File: config.mk
export PLATFORM = sky130hd
export DESIGN_NAME = reset_timer_brownout_sequencer
export DESIGN_NICKNAME = d
export VERILOG_FILES = /design/src/logic/reset_seq_pkg.sv /design/src/logic/bod_if.sv /design/src/logic/reset_timer_brownout_sequencer.sv /design/src/logic/sync_2ff.sv /design/src/logic/brownout_filter.sv
export SDC_FILE = /design/constraint.sdc
export NUM_CORES = 1
export LEC_CHECK = 0
export BUFFER_PORTS_ARGS = -buffer_cell sky130_fd_sc_hd__buf_4
export CORE_ASPECT_RATIO = 1.25
export CORE_MARGIN = 5
export CORE_UTILIZATION = 30
export DETAILED_ROUTE_END_ITERATION = 6
export HOLD_SLACK_MARGIN = 0.12
export PLACE_DENSITY_LB_ADDON = 0.25
export RECOVER_POWER = 100
export SETUP_SLACK_MARGIN = 0.1
export SYNTH_ARGS = -nofsm -noshare
export SYNTH_HDL_FRONTEND = slang
export SYNTH_SLANG_ARGS = --single-unit
File: constraint.sdc
create_clock -name ref_clk -period 3.9 [get_ports ref_clk]
set_clock_uncertainty 0.15 [all_clocks]
set_input_delay 0.195 -clock ref_clk [delete_from_list [all_inputs] [get_ports ref_clk]]
set_output_delay 0.195 -clock ref_clk [all_outputs]
set_load 0.05 [all_outputs]
File: src/logic/reset_seq_pkg.sv
// Constants, field layouts and enumerations shared by the reset sequencer
package reset_seq_pkg;

    localparam int ADDR_W = 4;
    localparam int DATA_W = 8;

    // Register offsets
    localparam logic [ADDR_W-1:0] OFS_SECOND_OPTION_REGISTER = 4'h0;
    localparam logic [ADDR_W-1:0] OFS_STATUS = 4'h4;
    localparam logic [ADDR_W-1:0] OFS_CAUSE = 4'h8;

    // Second option register fields
    localparam int OPT_W = 6;
    localparam int OPT_BOD_EN = 0;
    localparam int OPT_BOD_LOG = 1;
    localparam int OPT_SLEEP_LVL = 2;
    localparam int OPT_REG_LVL = 3;
    localparam int OPT_SWDT_EN = 4;
    localparam int OPT_PCWU = 5;
    // Power-up value: all ones except the brown-out enable
    localparam logic [OPT_W-1:0] SECOND_OPTION_REGISTER_RESET = 6'h3E;

    // Status register fields
    localparam int ST_CHIP_RESET = 0;
    localparam int ST_LATCH = 1;
    localparam int ST_TIMER_RUN = 2;
    localparam int ST_BOD_ACTIVE = 3;
    localparam int ST_LATER = 4;
    localparam int ST_STATE_LSB = 5;

    // Timing
    localparam int CLK_MHZ = 40;
    localparam int RC_OSC_KHZ = 1000;
    localparam int DRT_LONG_US = 18000;
    localparam int DRT_SHORT_US = 1000;
    localparam int BOD_MIN_NS = 100000;
    localparam int DRT_LONG_TICKS = DRT_LONG_US * RC_OSC_KHZ / 1000;
    localparam int DRT_SHORT_TICKS = DRT_SHORT_US * RC_OSC_KHZ / 1000;
    localparam int BOD_MIN_CYCLES = (BOD_MIN_NS * CLK_MHZ + 999) / 1000;
    localparam int DRT_W = 16;
    localparam int BOD_W = 16;

    typedef enum logic [1:0] {
        OSC_LOW_POWER_CRYSTAL = 2'b00,
        OSC_STANDARD_CRYSTAL = 2'b01,
        OSC_HIGH_SPEED_CRYSTAL = 2'b10,
        OSC_EXTERNAL_RESISTOR_CAP = 2'b11
    } osc_mode_e;

    typedef enum logic [1:0] {
        SEQ_POR_WAIT = 2'b00,
        SEQ_TIMING = 2'b01,
        SEQ_RUN = 2'b10,
        SEQ_HOLD = 2'b11
    } seq_state_e;

    typedef enum logic [2:0] {
        CAUSE_POWER_UP = 3'b000,
        CAUSE_PIN = 3'b001,
        CAUSE_WATCHDOG = 3'b010,
        CAUSE_PIN_WAKE = 3'b011,
        CAUSE_BROWNOUT = 3'b100
    } reset_cause_e;

endpackage : reset_seq_pkg

File: src/logic/bod_if.sv
// Signals between the sequencer and its brown-out filter
`timescale 1ns/1ps
`default_nettype none

interface bod_if;
    logic enable;
    logic below;
    logic active;

    modport ctrl (
        output enable,
        output below,
        input active
    );

    modport filt (
        input enable,
        input below,
        output active
    );
endinterface : bod_if

`default_nettype wire

File: src/logic/reset_timer_brownout_sequencer.sv
// Reset latch, device reset timer and brown-out sequencing for the chip
// Function
// - Power-up sets latch, clears reset timer
// - Timer starts on pin high, ends latch
// - Processor held while reset timer runs
// - Timer counts dedicated internal RC oscillator
// - Watchdog, pin, wake, brown-out retrigger timer
// - RC mode: 1 ms after first; else 18
// - Falling supply alone gives no reset
// - Sustained dip below trip resets chip
// - Hold until voltage recovers, then timer
// - Dip during timing restarts full period
// - Software enables detector; power-up clears it
// - Detector watches core regulated voltage
// - Trip level follows selected regulation setting
// - Run and sleep levels each have their own level bit
//
// The address-and-strobe port and the register addresses were left to the implementer.
`timescale 1ns/1ps
`default_nettype none

module reset_timer_brownout_sequencer
    import reset_seq_pkg::*;
#(
    parameter int LONG_TICKS = DRT_LONG_TICKS,
    parameter int SHORT_TICKS = DRT_SHORT_TICKS,
    parameter int BOD_CYCLES = BOD_MIN_CYCLES
) (
    input wire logic ref_clk,
    input wire logic rst_n,
    input wire logic [ADDR_W-1:0] addr,
    input wire logic [DATA_W-1:0] wdata,
    input wire logic wr_en,
    input wire logic rd_en,
    output logic [DATA_W-1:0] rdata,
    input wire logic external_reset_pin_n,
    input wire logic rc_osc_clk,
    input wire logic core_below_trip_5v,
    input wire logic core_below_trip_3v,
    input wire logic [1:0] osc_mode,
    input wire logic watchdog_timeout,
    input wire logic pin_change_wake,
    output logic chip_reset,
    output logic regulation_level_5v,
    output logic sleep_level_5v,
    output logic soft_watchdog_enable,
    output logic pin_change_wake_enable
);

    logic [3:0] sync_out;
    logic pin_high;
    logic rc_level;
    logic below_5v;
    logic below_3v;
    logic rc_prev;
    logic rc_tick;
    logic [OPT_W-1:0] second_option_register;
    logic reset_latch;
    logic later_reset;
    logic use_short;
    seq_state_e state;
    seq_state_e next_state;
    reset_cause_e cause;
    logic [DRT_W-1:0] period;
    logic [DRT_W-1:0] timer_count;
    logic timer_running;
    logic timer_done;
    logic retrigger;
    reset_cause_e trigger_cause;
    logic voltage_ok;
    logic reg_wr;
    logic [DATA_W-1:0] status_word;
    logic [DATA_W-1:0] next_rdata;

    bod_if bod ();

    generate
        if (LONG_TICKS < 1 || LONG_TICKS >= (1 << DRT_W)) begin : g_long_check
            $error("LONG_TICKS does not fit the reset timer");
        end
        if (SHORT_TICKS < 1 || SHORT_TICKS >= (1 << DRT_W)) begin : g_short_check
            $error("SHORT_TICKS does not fit the reset timer");
        end
    endgenerate

    // Pin, RC oscillator and comparator levels come from outside the clock domain
    sync_2ff #(
        .WIDTH(4)
    ) u_sync (
        .ref_clk(ref_clk),
        .rst_n(rst_n),
        .async_in({core_below_trip_3v, core_below_trip_5v, rc_osc_clk, external_reset_pin_n}),
        .sync_out(sync_out)
    );

    assign pin_high = sync_out[0];
    assign rc_level = sync_out[1];
    assign below_5v = sync_out[2];
    assign below_3v = sync_out[3];

    // Rising edges of the internal RC oscillator pace the reset timer
    always_ff @(posedge ref_clk) begin
        if (!rst_n) begin
            rc_prev <= 1'b0;
        end else begin
            rc_prev <= rc_level;
        end
    end

    assign rc_tick = rc_level && !rc_prev;

    // Brown-out detector watches the core rail at the selected trip level
    assign bod.enable = second_option_register[OPT_BOD_EN];
    assign bod.below = second_option_register[OPT_REG_LVL] ? below_5v : below_3v;

    brownout_filter #(
        .MIN_CYCLES(BOD_CYCLES)
    ) u_bod (
        .ref_clk(ref_clk),
        .rst_n(rst_n),
        .bod(bod)
    );

    // Voltage counts as recovered once above trip, or always while detection is off
    assign voltage_ok = !bod.enable || !bod.below;

    // Second option register
    assign reg_wr = wr_en && (addr == OFS_SECOND_OPTION_REGISTER);

    always_ff @(posedge ref_clk) begin
        if (!rst_n) begin
            second_option_register <= SECOND_OPTION_REGISTER_RESET;
        end else if (reg_wr) begin
            second_option_register <= wdata[OPT_W-1:0];
        end
    end

    // Option bits driven to the regulators and neighbouring blocks
    always_ff @(posedge ref_clk) begin
        if (!rst_n) begin
            regulation_level_5v <= SECOND_OPTION_REGISTER_RESET[OPT_REG_LVL];
            sleep_level_5v <= SECOND_OPTION_REGISTER_RESET[OPT_SLEEP_LVL];
            soft_watchdog_enable <= SECOND_OPTION_REGISTER_RESET[OPT_SWDT_EN];
            pin_change_wake_enable <= SECOND_OPTION_REGISTER_RESET[OPT_PCWU];
        end else begin
            regulation_level_5v <= second_option_register[OPT_REG_LVL];
            sleep_level_5v <= second_option_register[OPT_SLEEP_LVL];
            soft_watchdog_enable <= second_option_register[OPT_SWDT_EN];
            pin_change_wake_enable <= second_option_register[OPT_PCWU];
        end
    end

    // Reset sources while running, brown-out first
    always_comb begin
        retrigger = 1'b0;
        trigger_cause = CAUSE_POWER_UP;
        if (bod.active) begin
            retrigger = 1'b1;
            trigger_cause = CAUSE_BROWNOUT;
        end else if (!pin_high) begin
            retrigger = 1'b1;
            trigger_cause = CAUSE_PIN;
        end else if (watchdog_timeout) begin
            retrigger = 1'b1;
            trigger_cause = CAUSE_WATCHDOG;
        end else if (pin_change_wake) begin
            retrigger = 1'b1;
            trigger_cause = CAUSE_PIN_WAKE;
        end
    end

    assign timer_running = (state == SEQ_TIMING);
    assign timer_done = timer_running && rc_tick && (timer_count == period - 1'b1);

    // Sequencer; falling supply is noticed only through the brown-out detector
    always_comb begin
        next_state = state;
        case (state)
            SEQ_POR_WAIT: begin
                if (pin_high) begin
                    next_state = SEQ_TIMING;
                end
            end
            SEQ_TIMING: begin
                if (bod.active || !pin_high) begin
                    next_state = SEQ_HOLD;
                end else if (timer_done) begin
                    next_state = SEQ_RUN;
                end
            end
            SEQ_RUN: begin
                if (retrigger) begin
                    next_state = SEQ_HOLD;
                end
            end
            SEQ_HOLD: begin
                if (pin_high && voltage_ok && !bod.active) begin
                    next_state = SEQ_TIMING;
                end
            end
            default: begin
                next_state = SEQ_POR_WAIT;
            end
        endcase
    end

    always_ff @(posedge ref_clk) begin
        if (!rst_n) begin
            state <= SEQ_POR_WAIT;
        end else begin
            state <= next_state;
        end
    end

    // Last reset cause
    always_ff @(posedge ref_clk) begin
        if (!rst_n) begin
            cause <= CAUSE_POWER_UP;
        end else if (state == SEQ_RUN && retrigger) begin
            cause <= trigger_cause;
        end else if (state == SEQ_TIMING && bod.active) begin
            cause <= CAUSE_BROWNOUT;
        end else if (state == SEQ_TIMING && !pin_high) begin
            cause <= CAUSE_PIN;
        end
    end

    // Marks that the power-up period has been served
    always_ff @(posedge ref_clk) begin
        if (!rst_n) begin
            later_reset <= 1'b0;
        end else if (timer_done) begin
            later_reset <= 1'b1;
        end
    end

    assign use_short = later_reset && (osc_mode == OSC_EXTERNAL_RESISTOR_CAP);

    // Period is picked each time the timer is started
    always_ff @(posedge ref_clk) begin
        if (!rst_n) begin
            period <= LONG_TICKS[DRT_W-1:0];
        end else if (state != SEQ_TIMING && next_state == SEQ_TIMING) begin
            period <= use_short ? SHORT_TICKS[DRT_W-1:0] : LONG_TICKS[DRT_W-1:0];
        end
    end

    // Device reset timer counts only while timing, cleared otherwise
    always_ff @(posedge ref_clk) begin
        if (!rst_n) begin
            timer_count <= '0;
        end else if (next_state != SEQ_TIMING || state != SEQ_TIMING) begin
            timer_count <= '0;
        end else if (rc_tick) begin
            timer_count <= timer_count + 1'b1;
        end
    end

    // Reset latch: set by power-up and every retrigger, cleared when the timer ends
    always_ff @(posedge ref_clk) begin
        if (!rst_n) begin
            reset_latch <= 1'b1;
        end else if (next_state == SEQ_HOLD) begin
            reset_latch <= 1'b1;
        end else if (timer_done) begin
            reset_latch <= 1'b0;
        end
    end

    // Chip reset from the next state so the output leaves its flop on time
    always_ff @(posedge ref_clk) begin
        if (!rst_n) begin
            chip_reset <= 1'b1;
        end else begin
            chip_reset <= (next_state != SEQ_RUN) || bod.active;
        end
    end

    // Status word
    always_comb begin
        status_word = '0;
        status_word[ST_CHIP_RESET] = chip_reset;
        status_word[ST_LATCH] = reset_latch;
        status_word[ST_TIMER_RUN] = timer_running;
        status_word[ST_BOD_ACTIVE] = bod.active;
        status_word[ST_LATER] = later_reset;
        status_word[ST_STATE_LSB +: 2] = state;
    end

    // Read data one cycle after the strobe, zero otherwise
    always_comb begin
        next_rdata = '0;
        if (rd_en) begin
            case (addr)
                OFS_SECOND_OPTION_REGISTER: begin
                    next_rdata = {{(DATA_W-OPT_W){1'b0}}, second_option_register};
                end
                OFS_STATUS: begin
                    next_rdata = status_word;
                end
                OFS_CAUSE: begin
                    next_rdata = {5'h00, cause};
                end
                default: begin
                    next_rdata = '0;
                end
            endcase
        end
    end

    always_ff @(posedge ref_clk) begin
        if (!rst_n) begin
            rdata <= '0;
        end else begin
            rdata <= next_rdata;
        end
    end

endmodule : reset_timer_brownout_sequencer

`default_nettype wire

File: src/logic/sync_2ff.sv
// Two-flop synchroniser for a group of asynchronous inputs
`timescale 1ns/1ps
`default_nettype none

module sync_2ff #(
    parameter int WIDTH = 1
) (
    input wire logic ref_clk,
    input wire logic rst_n,
    input wire logic [WIDTH-1:0] async_in,
    output logic [WIDTH-1:0] sync_out
);

    logic [WIDTH-1:0] stage1;

    generate
        if (WIDTH < 1) begin : g_check
            $error("sync_2ff needs WIDTH of at least 1");
        end
    endgenerate

    // First stage feeds the second stage only
    always_ff @(posedge ref_clk) begin
        if (!rst_n) begin
            stage1 <= '0;
            sync_out <= '0;
        end else begin
            stage1 <= async_in;
            sync_out <= stage1;
        end
    end

endmodule : sync_2ff

`default_nettype wire

File: src/logic/brownout_filter.sv
// Brown-out detector: below-trip level must persist before a brown-out is declared
`timescale 1ns/1ps
`default_nettype none

module brownout_filter
    import reset_seq_pkg::*;
#(
    parameter int MIN_CYCLES = BOD_MIN_CYCLES
) (
    input wire logic ref_clk,
    input wire logic rst_n,
    bod_if.filt bod
);

    logic [BOD_W-1:0] dip_count;

    generate
        if (MIN_CYCLES < 1 || MIN_CYCLES >= (1 << BOD_W)) begin : g_check
            $error("brownout_filter MIN_CYCLES out of range");
        end
    endgenerate

    // Counts how long the core voltage has stayed under the trip level
    always_ff @(posedge ref_clk) begin
        if (!rst_n) begin
            dip_count <= '0;
        end else if (!bod.enable || !bod.below) begin
            dip_count <= '0;
        end else if (dip_count != MIN_CYCLES[BOD_W-1:0]) begin
            dip_count <= dip_count + 1'b1;
        end
    end

    // Active once the dip has outlasted the minimum duration; clears as soon as voltage recovers
    always_ff @(posedge ref_clk) begin
        if (!rst_n) begin
            bod.active <= 1'b0;
        end else if (!bod.enable || !bod.below) begin
            bod.active <= 1'b0;
        end else if (dip_count == MIN_CYCLES[BOD_W-1:0] - 1'b1) begin
            bod.active <= 1'b1;
        end
    end

endmodule : brownout_filter

`default_nettype wire

==> metrics.txt <==
status=complete, no violations; antenna diode instance count=0; WP data arrival=around 3000 ps; worst-skew pair later-pin latency=330 ps; DP Area=between 3000 and 4000 µm²; clock network power share=roughly half; Cell variety after synth=between 50 and 60; Num CTS Buffers=9; largest family of logic cells by synthesized area=simple AND/OR/NAND/NOR gates; via/cell ratio=roughly 4.8; ordered cell list for the critical path=nor2b_1, o211ai_1, nor4_1, o211ai_1, dlygate4sd3_1; post-route cell area=a little under 4000 µm²; family with the most delay on the worst path=simple AND/OR/NAND/NOR gates; Remaining DRCs=0; Synth Area in Simple Gates=around 28%; maximum clock frequency=about 340 MHz; CORE AREA=around 10000 µm²; number of synthesized register bits=69; Post-synth EDFFs=0; CP startpoint kind=register; Sink Count=69; Reg2Reg Setup Slack=between 900 and 1000 ps; vertical die dimension=approximately 120 µm; Synth-to-Final Area Change=26.7%; Pleak=1.35 nW; synth warn=0; GR Util All Layers=between 10 and 15%; ys async rst share=0%; synth top area cells=dfxtp_1 44%, xor2_1 4.8%, mux2i_1 4.5%; most frequent cells in the layout=69 x dfxtp_1, 31 x nor2_1, 27 x dlygate4sd3_1; VDD IR max=approximately 0.26 mV; PostCTS Resize Cnt=0; CP Max Fanout=13; Synth Area in Compound Gates=about a tenth; Reg-to-Reg End=chip_reset; Mean Syn Cell Area=just over 9 µm²; switching share of total power=a little over a fifth; fin crit share=about 75%; Synth Area in XOR/XNOR=7.04%; worst hold stages=5; crit path launch=state[0]; total vias in the final route=2506; CP bufs+invs=1; ys flop type=dfxtp_1; gr ovfl total=0; die width=approximately 100 µm; PwrDens=just over 400 nW/µm²; CTS max path bufs=2; Crit path depth=5; Worst slew margin=between 10% and 20%; CP dominant cell by count=o211ai_1; RSZ-0062 raised after global routing=false; cell count after synthesis=335; crit-path max cell delay=760 ps; CTS tree=yes; post-synth net total=about 360; Gate power share=between 5 and 6%; first-pass GRT wire length=~12000 µm; Initial Util=30.8%; fillers=roughly 1000; worst slew pin tran=approximately 1300 ps; commonest non-fill, non-tap cell in the layout=dfxtp_1; post-place setup slack=1490 ps; WP data required=between 3000 and 4000 ps; RR Startpoint=state[0]; Power Internal=about 1.3 mW; post-DR wirelength/cell=12.6 µm; die area=12500 µm²; cell taking the most area after synthesis=dfxtp_1; IO buf count=33; Final Critical Period=just under 3000 ps; max-cap check violation count=0; post-synthesis mux area share=approximately 5.2%; Root Buffer=clkbuf_16; CP endpoint kind=register; drt initial violations=73; CTS Hold Bufs=27; num rows=41; Critical-path top delay cell=nor4_1; Pre-antenna DRT Iters=4; final-report hold violation count=0; I/O pin cnt=37; area share of the largest cell type after synthesis=roughly 44%; Clock transition at path regs=about 60 ps; Setup crit end=chip_reset; worst r2r path cells=5; Final Max Slew Viols=0; post-synthesis sequential area ratio=44.4%; net switching power figure=between 0.3 and 0.4 mW; initial antenna violation count=0; RD Place Congestion=~0.7; number of global-route vias before repair=2503; Post-CTS Setup Repair Bufs=0; sequential share of power=44.4%; setup ws final=around 970 ps; Mapped Area=3110 µm²; share of layout cells above drive strength 1=13.2%; CP Class=register to register; Final setup violation count=0; dpl hpwl=about 4600 µm; Adder-Cell Fraction of Synth Area=around 2.0%; Routed Antenna Nets=0; worst min-delay path class=input port to register; pin count of the biggest net entering global routing=34; Net count, final=between 400 and 500; Setup TNS Final=0 ps; total wire length=6620 µm; htree depth=3
-- state kept, by name, summed over array words and instances, names as in the netlist, 2 cells and up --
name and flops:
cause 3, timer_count 16, u_bod.dip_count 16, state 2
period 2, rdata 7, u_sync.stage1 4, u_sync.sync_out 4
second_option_register 6
-- worst min path at each step --
stage                                     from          endpoint  slack [ps]
after global placement    external_reset_pin_n  u_sync.stage1[0]         260
after floorplan           external_reset_pin_n  u_sync.stage1[0]         170
after detailed placement            rc_osc_clk  u_sync.stage1[1]         260
final                                  addr[0]          rdata[3]         160
after CTS                              addr[0]          rdata[5]         150
after global routing                   addr[0]          rdata[5]         190
-- Yosys cell counts (4+ instances only) --
master    instances
or4_1             5
nor2b_1           9
xor2_1           17
nand2b_1          8
a211oi_1          7
nor4_1            5
buf_2             4
a21oi_1          13
nor3_1           16
o211ai_1          4
mux2i_1          14
and4_1            4
clkbuf_1          6
xnor2_1           8
o21ai_0           8
dfxtp_1          69
nand2_1          23
nor2_1           31
nand3_1           9
nand4_1           9
inv_1             6
and2_1           10
ha_1              5
-- layout make-up --
cell class                      count  area [µm²]  area share (%)
Multi-Input combinational cell    243        1590            40.4
Clock inverter                      6        70.1            1.78
Clock buffer                       10         239            6.06
Tap cell                          129         161            4.09
Inverter                            6        22.5           0.571
Timing Repair Buffer               61         477            12.1
Sequential cell                    69        1380            35.0
-- metal layers --
layer / GRT usage, % / wire length, µm / up-vias / part of all wire [%]
li1: - / - / 1292 / -
met1: 13.4 / 3040 / 1183 / 46
met2: 20.2 / 3320 / 21 / 50
met3: 2.75 / 145 / 10 / 2.2
met4: 4.99 / 119 / 0 / 1.8
met5: 0 / 0 / - / 0
-- stage by stage --
step	utilization (%)	hold WS [ps]	cells	power, mW
after floorplan	-	172	335	0.790
after global placement	33.9	256	481	0.810
after detailed placement	33.9	257	481	0.811
after CTS	39.6	147	524	1.66
after global routing	39.0	186	524	1.70
final	39.0	155	524	1.63
-- cell families (layout without fill, tap and decap cells) --
| family | after synthesis | after routing |
|---|---|---|
| buffers and inverters | 23 | 83 |
| AOI/OAI and AO/OA | 46 | 46 |
| DFF | 69 | 69 |
| muxes | 16 | 16 |
| other | 1 | 1 |
| and+or+nand+nor | 150 | 150 |
| adders and majority gates | 5 | 5 |
| xor gates and xnor gates | 25 | 25 |
-- worst min-delay path: stages --
cell,delay (ps)
buf_4,80
nor2_1,40
nand3_1,90
or2_2,150
nor2_1,50
-- power by group through the flow --
| stage | logic [mW] | registers (mW) | clock network [mW] |
|---|---|---|---|
| after floorplan | 0.0509 | 0.739 | 0 |
| final | 0.0831 | 0.726 | 0.825 |
| after global placement | 0.0686 | 0.742 | 0 |
| after CTS | 0.0853 | 0.726 | 0.851 |
| after global routing | 0.0920 | 0.727 | 0.882 |
| after detailed placement | 0.0696 | 0.742 | 0 |
No activity file was read; power rests on OpenSTA's default activity.
